### config.mk
export PLATFORM = sky130hd
export DESIGN_NAME = bsd_decoder
export DESIGN_NICKNAME = d
export VERILOG_FILES = /design/src/design/bsd_pkg.sv /design/src/design/bsd_decoder.sv
export SDC_FILE = /design/constraint.sdc
export NUM_CORES = 1
export LEC_CHECK = 0
export ABC_AREA = 1
export BUFFER_PORTS_ARGS = -buffer_cell sky130_fd_sc_hd__buf_2
export CAP_MARGIN = 0
export CORE_UTILIZATION = 53
export CTS_BUF_LIST = sky130_fd_sc_hd__clkbuf_4 sky130_fd_sc_hd__clkbuf_8
export DETAILED_ROUTE_END_ITERATION = 8
export GPL_TIMING_DRIVEN = 1
export PLACE_DENSITY_LB_ADDON = 0.12
export SLEW_MARGIN = 20
export SYNTH_ARGS = -nofsm -noshare
export SYNTH_HDL_FRONTEND = slang
export SYNTH_SLANG_ARGS = --single-unit
### constraint.sdc
create_clock -name ref_clk -period 1.9 [get_ports ref_clk]
set_clock_uncertainty 0.2 [all_clocks]
set_input_delay 0.19 -clock ref_clk [delete_from_list [all_inputs] [get_ports ref_clk]]
set_output_delay 0.19 -clock ref_clk [all_outputs]
set_load 0.02 [all_outputs]
### src/design/bsd_pkg.sv
// Package for the branch, byte-set and software interrupt decoder.
// Assumes an upstream fetch unit that presents instruction bytes one a cycle.
package bsd_pkg;
  // Opcode bytes
  localparam logic [7:0] OP_ESCAPE      = 8'h0F;
  localparam logic [3:0] NIB_SHORT_JCC  = 4'h7;
  localparam logic [3:0] NIB_LONG_JCC   = 4'h8;
  localparam logic [3:0] NIB_SET_BYTE   = 4'h9;
  localparam logic [7:0] OP_JCOUNT_ZERO = 8'hE3;
  localparam logic [7:0] OP_LOOP        = 8'hE2;
  localparam logic [7:0] OP_LOOP_ZF     = 8'hE1;
  localparam logic [7:0] OP_LOOP_NZF    = 8'hE0;
  localparam logic [7:0] OP_ENTER       = 8'hC8;
  localparam logic [7:0] OP_LEAVE       = 8'hC9;
  localparam logic [7:0] OP_INT_TYPED   = 8'hCD;
  localparam logic [7:0] OP_INT_BREAK   = 8'hCC;
  localparam logic [7:0] OP_INT_OVF     = 8'hCE;
  localparam logic [7:0] OP_BOUND       = 8'h62;
  localparam logic [2:0] SETB_REG_FIELD = 3'h0;
  localparam logic [1:0] MOD_REGISTER   = 2'h3;
  localparam logic [7:0] ENTER_LEVEL_ZERO = 8'h00;
  localparam logic [7:0] ENTER_LEVEL_ONE  = 8'h01;
  // Vectors
  localparam logic [7:0] VEC_BREAK      = 8'h03;
  localparam logic [7:0] VEC_OVERFLOW   = 8'h04;
  localparam logic [7:0] VEC_BOUND      = 8'h05;
  localparam logic [7:0] VEC_STACK      = 8'h0C;
  localparam logic [7:0] VEC_GENPROT    = 8'h0D;
  // Clock costs
  localparam logic [9:0] CLK_JCC_TAKEN  = 10'h007;
  localparam logic [9:0] CLK_JCC_NOT    = 10'h003;
  localparam logic [9:0] CLK_JCZ_TAKEN  = 10'h009;
  localparam logic [9:0] CLK_JCZ_NOT    = 10'h005;
  localparam logic [9:0] CLK_LOOP       = 10'h00B;
  localparam logic [9:0] CLK_SET_REG    = 10'h004;
  localparam logic [9:0] CLK_SET_MEM    = 10'h005;
  localparam logic [9:0] CLK_ENTER_L0   = 10'h00A;
  localparam logic [9:0] CLK_ENTER_L1   = 10'h00E;
  localparam logic [9:0] CLK_ENTER_BASE = 10'h011;
  localparam logic [9:0] CLK_ENTER_STEP = 10'h008;
  localparam logic [9:0] CLK_LEAVE      = 10'h004;
  localparam logic [9:0] CLK_INT_TYPED  = 10'h025;
  localparam logic [9:0] CLK_INT_BREAK  = 10'h021;
  localparam logic [9:0] CLK_INTO_TAKEN = 10'h023;
  localparam logic [9:0] CLK_INTO_NOT   = 10'h003;
  localparam logic [9:0] CLK_BOUND_OUT  = 10'h02C;
  localparam logic [9:0] CLK_BOUND_IN   = 10'h00A;
  localparam logic [9:0] CLK_PM_SAME    = 10'h047;
  localparam logic [9:0] CLK_PM_CHANGE  = 10'h06F;
  localparam logic [9:0] CLK_V86_TO_PL0 = 10'h113;
  // Condition codes
  localparam logic [3:0] CC_OVF  = 4'h0;
  localparam logic [3:0] CC_B    = 4'h2;
  localparam logic [3:0] CC_E    = 4'h4;
  localparam logic [3:0] CC_BE   = 4'h6;
  localparam logic [3:0] CC_S    = 4'h8;
  localparam logic [3:0] CC_P    = 4'hA;
  localparam logic [3:0] CC_L    = 4'hC;
  localparam logic [3:0] CC_LE   = 4'hE;

  typedef enum logic [1:0] {
    BSD_MODE_REAL = 2'h0,
    BSD_MODE_V86  = 2'h1,
    BSD_MODE_PROT = 2'h2
  } bsd_mode_t;

  typedef enum logic [7:0] {
    BSD_ST_OP     = 8'h01,
    BSD_ST_ESC    = 8'h02,
    BSD_ST_DISP   = 8'h04,
    BSD_ST_MODRM  = 8'h08,
    BSD_ST_FRAME  = 8'h10,
    BSD_ST_LEVEL  = 8'h20,
    BSD_ST_TYPE   = 8'h40,
    BSD_ST_DONE   = 8'h80
  } bsd_state_t;
endpackage

### src/design/bsd_decoder.sv
// Decoder and clock-cost logic for branch, byte-set, frame and
// software interrupt instructions.
// Assumes bytes arrive one per cycle with byteValid, flags and mode stable
// for the instruction, and that execution results (bound check, limit
// faults, gate kind) are presented as inputs when the last byte arrives.
`timescale 1ns/1ps
// What this block does
// - Short jump: 0111 nibble, condition, 8-bit displacement
// - Long jump: escape, 1000 nibble, full displacement
// - Condition nibble selects flag test
// - Conditional jump costs seven plus m or three
// - Count-zero jump: nine plus m or five
// - Counted loop costs eleven plus m
// - Zero-flag loops cost eleven plus m
// - Byte-set: escape, 1001 nibble, reg 000; 4/5
// - Frame enter: 10, 14, 17 plus 8 per level above one
// - Frame leave costs four clocks
// - Overflow interrupt vector 4 at 35, else 3
// - Bound check: vector 5 at 44, else 10
// - Protected gate: 71 same, 111 changed privilege
// - Typed interrupt from v86 to level 0: 275
// - Protected limit fault 13, stack fault 12
module bsd_decoder #(
  parameter int DISP_BYTES_FULL = 4
) (
  // Clock and reset
  input  wire logic               ref_clk,
  input  wire logic               sys_rst,
  input  wire logic               clkEn,
  // Instruction byte stream
  input  wire logic               byteValid,
  input  wire logic [7:0]         instrByte,
  input  wire logic               addrSize32,
  input  wire bsd_pkg::bsd_mode_t cpuMode,
  // Arithmetic flags
  input  wire logic               carryFlag,
  input  wire logic               zeroFlag,
  input  wire logic               signFlag,
  input  wire logic               parityFlag,
  input  wire logic               overflow_flag,
  // Execution results
  input  wire logic               countIsZero16,
  input  wire logic               countIsZero32,
  input  wire logic               countAfterDecNonZero,
  input  wire logic               boundOutOfRange,
  input  wire logic               gatePrivChange,
  input  wire logic               segLimitFault,
  input  wire logic               stackLimitFault,
  input  wire logic [3:0]         targetComponents,
  // Results
  output logic                    doneValid,
  output logic                    branchTaken,
  output logic [9:0]              clockCost,
  output logic                    intRaise,
  output logic [7:0]              intVector,
  output logic                    setByteValue,
  output logic                    setByteToMem
);
  import bsd_pkg::*;

  bsd_state_t  state_reg;
  logic [7:0]  opcode_reg;
  logic        isLong_reg;
  logic [2:0]  byteCnt_reg;
  logic [3:0]  cond_reg;
  logic        condTrue;
  logic        lastByte;
  logic        takenNext;
  logic        intNext;
  logic [7:0]  vecNext;
  logic [9:0]  costNext;
  logic [9:0]  mCost;
  logic [9:0]  levelCost;
  logic        isShortJcc;
  logic [2:0]  dispLen;

  assign isShortJcc = (instrByte[7:4] == NIB_SHORT_JCC);
  assign mCost = {6'h00, targetComponents};
  assign dispLen = isLong_reg ? 3'(DISP_BYTES_FULL) : 3'h1;

  // Flag test, low bit inverts the sense
  always_comb begin
    logic base;
    base = 1'b0;
    unique case ({cond_reg[3:1], 1'b0})
      CC_OVF:  base = overflow_flag;
      CC_B:    base = carryFlag;
      CC_E:    base = zeroFlag;
      CC_BE:   base = carryFlag | zeroFlag;
      CC_S:    base = signFlag;
      CC_P:    base = parityFlag;
      CC_L:    base = signFlag ^ overflow_flag;
      CC_LE:   base = (signFlag ^ overflow_flag) | zeroFlag;
      default: base = 1'b0;
    endcase
    condTrue = base ^ cond_reg[0];
  end

  // Sequencer
  always_ff @(posedge ref_clk or posedge sys_rst) begin
    if (sys_rst) begin
      state_reg   <= BSD_ST_OP;
      opcode_reg  <= 8'h00;
      isLong_reg  <= 1'b0;
      byteCnt_reg <= 3'h0;
      cond_reg    <= 4'h0;
    end else if (clkEn && byteValid) begin
      byteCnt_reg <= byteCnt_reg + 3'h1;
      unique case (state_reg)
        BSD_ST_OP, BSD_ST_DONE: begin
          opcode_reg  <= instrByte;
          isLong_reg  <= 1'b0;
          byteCnt_reg <= 3'h0;
          cond_reg    <= instrByte[3:0];
          if (instrByte == OP_ESCAPE)
            state_reg <= BSD_ST_ESC;
          else if (isShortJcc || instrByte == OP_JCOUNT_ZERO ||
                   instrByte == OP_LOOP || instrByte == OP_LOOP_ZF ||
                   instrByte == OP_LOOP_NZF)
            state_reg <= BSD_ST_DISP;
          else if (instrByte == OP_ENTER)
            state_reg <= BSD_ST_FRAME;
          else if (instrByte == OP_INT_TYPED)
            state_reg <= BSD_ST_TYPE;
          else if (instrByte == OP_BOUND)
            state_reg <= BSD_ST_MODRM;
          else if (instrByte == OP_LEAVE || instrByte == OP_INT_BREAK ||
                   instrByte == OP_INT_OVF)
            state_reg <= BSD_ST_DONE;
          else
            state_reg <= BSD_ST_OP;
        end
        BSD_ST_ESC: begin
          opcode_reg  <= instrByte;
          cond_reg    <= instrByte[3:0];
          byteCnt_reg <= 3'h0;
          if (instrByte[7:4] == NIB_LONG_JCC) begin
            isLong_reg <= 1'b1;
            state_reg  <= BSD_ST_DISP;
          end else if (instrByte[7:4] == NIB_SET_BYTE)
            state_reg <= BSD_ST_MODRM;
          else
            state_reg <= BSD_ST_OP;
        end
        BSD_ST_DISP:
          state_reg <= lastByte ? BSD_ST_DONE : BSD_ST_DISP;
        BSD_ST_MODRM:
          state_reg <= BSD_ST_DONE;
        BSD_ST_FRAME: begin
          byteCnt_reg <= 3'h1;
          if (byteCnt_reg == 3'h1) state_reg <= BSD_ST_LEVEL;
        end
        BSD_ST_LEVEL, BSD_ST_TYPE:
          state_reg <= BSD_ST_DONE;
      endcase
    end
  end

  // Final byte of the instruction in this cycle
  always_comb begin
    lastByte = 1'b0;
    unique case (state_reg)
      BSD_ST_DISP:  lastByte = (byteCnt_reg == dispLen - 3'h1);
      BSD_ST_MODRM: lastByte = (opcode_reg[7:4] != NIB_SET_BYTE) ||
                               (instrByte[5:3] == SETB_REG_FIELD);
      BSD_ST_LEVEL, BSD_ST_TYPE: lastByte = 1'b1;
      BSD_ST_OP, BSD_ST_DONE:
        lastByte = (instrByte == OP_LEAVE) || (instrByte == OP_INT_BREAK) ||
                   (instrByte == OP_INT_OVF);
      default:      lastByte = 1'b0;
    endcase
  end

  // Frame enter cost, level taken from the current byte
  always_comb begin
    levelCost = CLK_ENTER_BASE + 10'(({2'h0, instrByte} -
      {2'h0, ENTER_LEVEL_ONE}) * CLK_ENTER_STEP);
    if (instrByte == ENTER_LEVEL_ZERO) levelCost = CLK_ENTER_L0;
    else if (instrByte == ENTER_LEVEL_ONE) levelCost = CLK_ENTER_L1;
  end

  // Outcome of the instruction that ends now
  always_comb begin
    takenNext = 1'b0;
    intNext   = 1'b0;
    vecNext   = 8'h00;
    costNext  = 10'h000;
    if (state_reg == BSD_ST_DISP) begin
      if (opcode_reg == OP_JCOUNT_ZERO) begin
        takenNext = addrSize32 ? countIsZero32 : countIsZero16;
        costNext = takenNext ? CLK_JCZ_TAKEN + mCost : CLK_JCZ_NOT;
      end else if (opcode_reg[7:2] == OP_LOOP_NZF[7:2]) begin
        takenNext = countAfterDecNonZero &&
          (opcode_reg == OP_LOOP || (opcode_reg == OP_LOOP_ZF) == zeroFlag);
        costNext = CLK_LOOP + mCost;
      end else begin
        takenNext = condTrue;
        costNext = condTrue ? CLK_JCC_TAKEN + mCost : CLK_JCC_NOT;
      end
    end else if (state_reg == BSD_ST_MODRM) begin
      if (opcode_reg == OP_BOUND) begin
        intNext = boundOutOfRange;
        vecNext = VEC_BOUND;
        costNext = boundOutOfRange ? CLK_BOUND_OUT : CLK_BOUND_IN;
      end else
        costNext = (instrByte[7:6] != MOD_REGISTER) ? CLK_SET_MEM
                                                     : CLK_SET_REG;
    end else if (state_reg == BSD_ST_LEVEL) begin
      costNext = levelCost;
    end else if (state_reg == BSD_ST_TYPE) begin
      intNext = 1'b1;
      vecNext = instrByte;
      if (cpuMode == BSD_MODE_V86)
        costNext = CLK_V86_TO_PL0;
      else if (cpuMode == BSD_MODE_PROT)
        costNext = gatePrivChange ? CLK_PM_CHANGE : CLK_PM_SAME;
      else
        costNext = CLK_INT_TYPED;
    end else if (instrByte == OP_LEAVE) begin
      costNext = CLK_LEAVE;
    end else if (instrByte == OP_INT_BREAK) begin
      intNext = 1'b1;
      vecNext = VEC_BREAK;
      costNext = (cpuMode == BSD_MODE_PROT) ?
        (gatePrivChange ? CLK_PM_CHANGE : CLK_PM_SAME) : CLK_INT_BREAK;
    end else begin
      intNext = overflow_flag;
      vecNext = VEC_OVERFLOW;
      costNext = overflow_flag ? ((cpuMode == BSD_MODE_PROT) ?
        (gatePrivChange ? CLK_PM_CHANGE : CLK_PM_SAME) : CLK_INTO_TAKEN)
        : CLK_INTO_NOT;
    end
    // Memory operand faults outrank the instruction's own event
    if (cpuMode == BSD_MODE_PROT && state_reg == BSD_ST_MODRM &&
        instrByte[7:6] != MOD_REGISTER &&
        (segLimitFault || stackLimitFault)) begin
      intNext = 1'b1;
      vecNext = stackLimitFault ? VEC_STACK : VEC_GENPROT;
    end
  end

  // Registered results, one-cycle pulse per finished instruction
  always_ff @(posedge ref_clk or posedge sys_rst) begin
    if (sys_rst) begin
      doneValid    <= 1'b0;
      branchTaken  <= 1'b0;
      clockCost    <= 10'h000;
      intRaise     <= 1'b0;
      intVector    <= 8'h00;
      setByteValue <= 1'b0;
      setByteToMem <= 1'b0;
    end else if (clkEn) begin
      doneValid <= byteValid && lastByte;
      if (byteValid && lastByte) begin
        branchTaken  <= takenNext;
        clockCost    <= costNext;
        intRaise     <= intNext;
        intVector    <= vecNext;
        setByteValue <= condTrue;
        setByteToMem <= (instrByte[7:6] != MOD_REGISTER);
      end
    end
  end

  AST_JCC_COST: assert property (@(posedge ref_clk) disable iff (sys_rst)
    clkEn && byteValid && lastByte && state_reg == BSD_ST_DISP &&
    opcode_reg[7:4] != OP_LOOP[7:4] && !condTrue |=> clockCost == CLK_JCC_NOT)
    else $error("untaken jump cost wrong");
  AST_LEAVE: assert property (@(posedge ref_clk) disable iff (sys_rst)
    clkEn && byteValid && state_reg inside {BSD_ST_OP, BSD_ST_DONE} &&
    instrByte == OP_LEAVE
    |=> doneValid && clockCost == CLK_LEAVE)
    else $error("leave cost wrong");
  AST_INTO: assert property (@(posedge ref_clk) disable iff (sys_rst)
    clkEn && byteValid && state_reg inside {BSD_ST_OP, BSD_ST_DONE} &&
    instrByte == OP_INT_OVF
    |=> intRaise == $past(overflow_flag))
    else $error("overflow interrupt wrong");
  AST_BOUND: assert property (@(posedge ref_clk) disable iff (sys_rst)
    clkEn && byteValid && state_reg == BSD_ST_MODRM && opcode_reg == OP_BOUND
    && cpuMode != BSD_MODE_PROT && boundOutOfRange
    |=> intVector == VEC_BOUND && clockCost == CLK_BOUND_OUT)
    else $error("bound fault wrong");
  AST_BREAK: assert property (@(posedge ref_clk) disable iff (sys_rst)
    clkEn && byteValid && state_reg inside {BSD_ST_OP, BSD_ST_DONE} &&
    instrByte == OP_INT_BREAK && cpuMode == BSD_MODE_REAL
    |=> intVector == VEC_BREAK && clockCost == CLK_INT_BREAK)
    else $error("breakpoint wrong");
  AST_V86: assert property (@(posedge ref_clk) disable iff (sys_rst)
    clkEn && byteValid && state_reg == BSD_ST_TYPE && cpuMode == BSD_MODE_V86
    |=> clockCost == CLK_V86_TO_PL0)
    else $error("v86 interrupt cost wrong");
  AST_PM: assert property (@(posedge ref_clk) disable iff (sys_rst)
    clkEn && byteValid && state_reg == BSD_ST_TYPE &&
    cpuMode == BSD_MODE_PROT && gatePrivChange |=> clockCost == CLK_PM_CHANGE)
    else $error("gate cost wrong");
  AST_LOOP: assert property (@(posedge ref_clk) disable iff (sys_rst)
    clkEn && byteValid && lastByte && state_reg == BSD_ST_DISP &&
    opcode_reg == OP_LOOP |=> clockCost == CLK_LOOP + $past(mCost))
    else $error("loop cost wrong");
  AST_ENTER: assert property (@(posedge ref_clk) disable iff (sys_rst)
    clkEn && byteValid && state_reg == BSD_ST_LEVEL &&
    instrByte > ENTER_LEVEL_ONE |=> clockCost == CLK_ENTER_BASE +
    CLK_ENTER_STEP * (10'($past(instrByte)) - 10'(ENTER_LEVEL_ONE)))
    else $error("frame enter cost wrong");
endmodule // bsd_decoder

==> run_results.csv <==
group,metric,value,unit
cells_and_area,layout.cells.non_filler,695,
pwr,pwr-share-seq,0.329,
synthesis,synthArstFlopShare,1.00,
status,status,"finished, violations left",
placement,dp_cells,659,
worst_setup_path,crit_buf_inv,2,
worst_setup_path,cp.arrival,2.08,ns
timing,worst_hold_slack,0.0144,ns
pwr,powerDensity,904,nW/µm²
worst_setup_path,cp_slowest_cell,"dfrtp_1",
timing,setup_viol,31,
synthesis,yosys-top-cells-area,"dfrtp_1 (32%), nand2_1 (15%), inv_1 (6.6%), nand3_1 (6.1%), nor2_1 (6.1%)",
cells_and_area,drive_gt1_frac,0.381,
clocking,clkLatencyLatePin,0.31,ns
route,viasPerCell,5.87,
grt,grt_pass1_vias,3508,
route,wl_per_cell,17.3,µm
cells_and_area,largest_reg_flops,10,
timing,grt_setup_unrepaired,"yes",
worst_setup_path,end_kind,"flop",
synthesis,synth.avg_cell_area,6.82,µm²
route,wirelength,12000,µm
timing,tightest_slew,0.551,ns
worst_setup_path,critical_path_required,1.90,ns
worst_hold_path,min_path_type,"in -> reg",
synthesis,yosysMostFrequentCell,"nand2_1",
clocking,cts_inserted_buffers,5,
die,io_pins,54,
pwr,switchingPower,0.00179,W
clocking,cts_tree,"built",
synthesis,synth_edf_count,0,
pwr,p_comb_frac,0.468,
synthesis,synth_commonest_cells,"nand2_1 (130), inv_1 (58), nor2_1 (53), dfrtp_1 (42), nand3_1 (40)",
die,die_area,6520,µm²
die,start_util,0.552,
job,drv_cap,0,
route,vias,4077,
grt,grt-ovfl-total,0,
route,antenna_left,0,
status,violations,"setup timing",
worst_setup_path,cpLargestDelayFamily,"simple AND/OR/NAND/NOR gates",
synthesis,yosys.area.top_type,"dfrtp_1",
synthesis,synth_nets,524,
timing,fin_tns_setup,-4.27,ns
cells_and_area,finish.utilization,0.804,
grt,grt_max_degree,44,
timing,slew-limit-headroom,0.633,
timing,final_hold_viol_count,0,
grt,grt_pass1_wl,16100,µm
clocking,cts_num_sinks,43,
clocking,clock-root-buffer,"clkbuf_8",
synthesis,yosysSeqAreaShare,0.328,
synthesis,synthCells,482,
timing,fin_ws,-0.182,ns
clocking,clk_transition_reported_paths,0.09,ns
placement,place.gp.congestion,0.944,
worst_setup_path,cp_cell_sequence,"buf_4, nor2_4, nand2_2, nor2_4, inv_2, nand2_2, nand2_1, o21ai_0, o211ai_1, nand3_1, nand2_1",
cells_and_area,diodes,0,
timing,fmax,480,MHz
synthesis,ys_ff_latch,43,
synthesis,ys_types,38,
cells_and_area,top_register,"clockCost",
clocking,htree_levels,2,
route,drc,0,
placement,io_buffers,53,
pwr,p_sw_frac,0.414,
cells_and_area,nets,661,
pwr,intPower,0.00253,W
synthesis,yosysWarnings,0,
grt,grt_usage,0.325,
pwr,p_leak,2.48,nW
die,coreArea,5960,µm²
worst_setup_path,critPathKind,"reg -> reg",
synthesis,synth_top_area_share,0.320,
worst_setup_path,rrSetupSlack,-0.18,ns
die,die_h,80.7,µm
route,drt_iter0_markers,525,
timing,finalMaxSlewViolations,0,
die,die_w,80.7,µm
worst_setup_path,cp_max_fo,4,
pwr,pwr-share-clk,0.203,
grt,antenna_found_initial,0,
clocking,clock_path_buffers,2,
placement,dp_hpwl,7240,µm
cells_and_area,syn2layout_area_growth,45.7,%
synthesis,synth_area,3290,µm²
route,drt_first_pass_iters,5,
pwr,ir_worst_vdd,0.659,mV
synthesis,synthFlopType,"dfrtp_1",
timing,min_period,2.08,ns
timing,finalCritPeriodShare,1.10,
die,std_cell_rows,28,
worst_setup_path,worstSetupStartpointType,"flop",
worst_setup_path,cpPeakStageDelay,0.41,ns
## kinds of logic after synthesis
group                    Yosys count  share of synthesized area
buffers and inverters             71                     0.0895
flip-flops                        43                      0.328
AND/OR/NAND/NOR                  269                      0.377
XOR/XNOR                          11                     0.0293
adder cells (fa/ha/maj)           11                     0.0419
AO/OA/AOI/OAI                     77                      0.134
## through the flow
step	power, W	setup WS [ns]	cell area (µm²)
global route	0.00459	-0.278	4790
CTS	0.00405	-0.0296	4440
finish	0.00433	-0.182	4790
global placement	0.00303	-0.0772	4040
detailed placement	0.00307	-0.139	4040
floorplan	0.00243	0.0302	3290
## power by group through the flow
stage                     clock [W]  sequential (W)  combinational (W)
after floorplan                   0         0.00154           0.000889
after global placement            0         0.00139            0.00163
after detailed placement          0         0.00140            0.00167
after CTS                  0.000875         0.00139            0.00178
after global routing       0.000920         0.00145            0.00221
final                      0.000878         0.00143            0.00202
## worst min-delay path: cells and delay by family
family	cells	cell delay [ns]
simple gates	1	0.09
buf+inv	1	0.14
compound gates	1	0.06
## final timing paths
kind / start / cells after the start / endpoint
hold / removal: instrByte[3] / 3 / intVector[3]
setup reg to reg: state_reg[4] / 11 / clockCost[0]
min in group asynchronous: sys_rst / 4 / branchTaken
hold reg to reg: clockCost[5] / 2 / clockCost[5]
max in group asynchronous: sys_rst / 4 / opcode_reg[1]
setup / recovery: state_reg[4] / 11 / clockCost[0]
## cell type report
cell class / instances / area [µm²]
clock buffer: 6 / 76.3
fill: 406 / 1170
inverter: 63 / 246
timing repair buffer: 137 / 1000
clock inverter: 2 / 60.1
sequential: 43 / 1080
tap: 75 / 93.8
timing repair inverter: 1 / 7.51
multi-input combinational: 368 / 2220
## cells in the final DEF (no fill, tap or decap), drive strengths merged
master | Yosys | final
a21o | 1 | 1
a21oi | 27 | 27
a22oi | 2 | 2
a31oi | 4 | 4
and2 | 1 | 1
buf | 7 | 133
bufinv | 0 | 2
clkbuf | 1 | 7
clkinvlp | 0 | 3
dfrtp | 42 | 42
dfstp | 1 | 1
dlygate4sd3 | 0 | 3
ha | 11 | 11
inv | 63 | 61
nand2 | 137 | 137
nand3 | 41 | 41
nand3b | 4 | 4
nand4 | 12 | 12
nor2 | 68 | 68
nor3 | 5 | 5
nor4 | 1 | 1
o211ai | 5 | 5
o21a | 1 | 1
o21ai | 29 | 29
o21bai | 1 | 1
o22ai | 1 | 1
o31ai | 5 | 5
o32ai | 1 | 1
xnor2 | 2 | 2
xor2 | 9 | 9
## repair_timing
action,CTS,global route
buffers inserted,7,16
endpoints found under the setup margin,38,39
cloned,1,2
pin swaps,9,20
endpoints found under the hold margin,44,0
hold buffers,3,0
gates resized for setup,37,71
## per-layer routing
layer | track usage | share of wire
met5 | 0 | 0
met2 | 0.550 | 0.47
met3 | 0.0607 | 0.10
met1 | 0.417 | 0.38
met4 | 0.109 | 0.049
(Power assumes the default switching activity.)
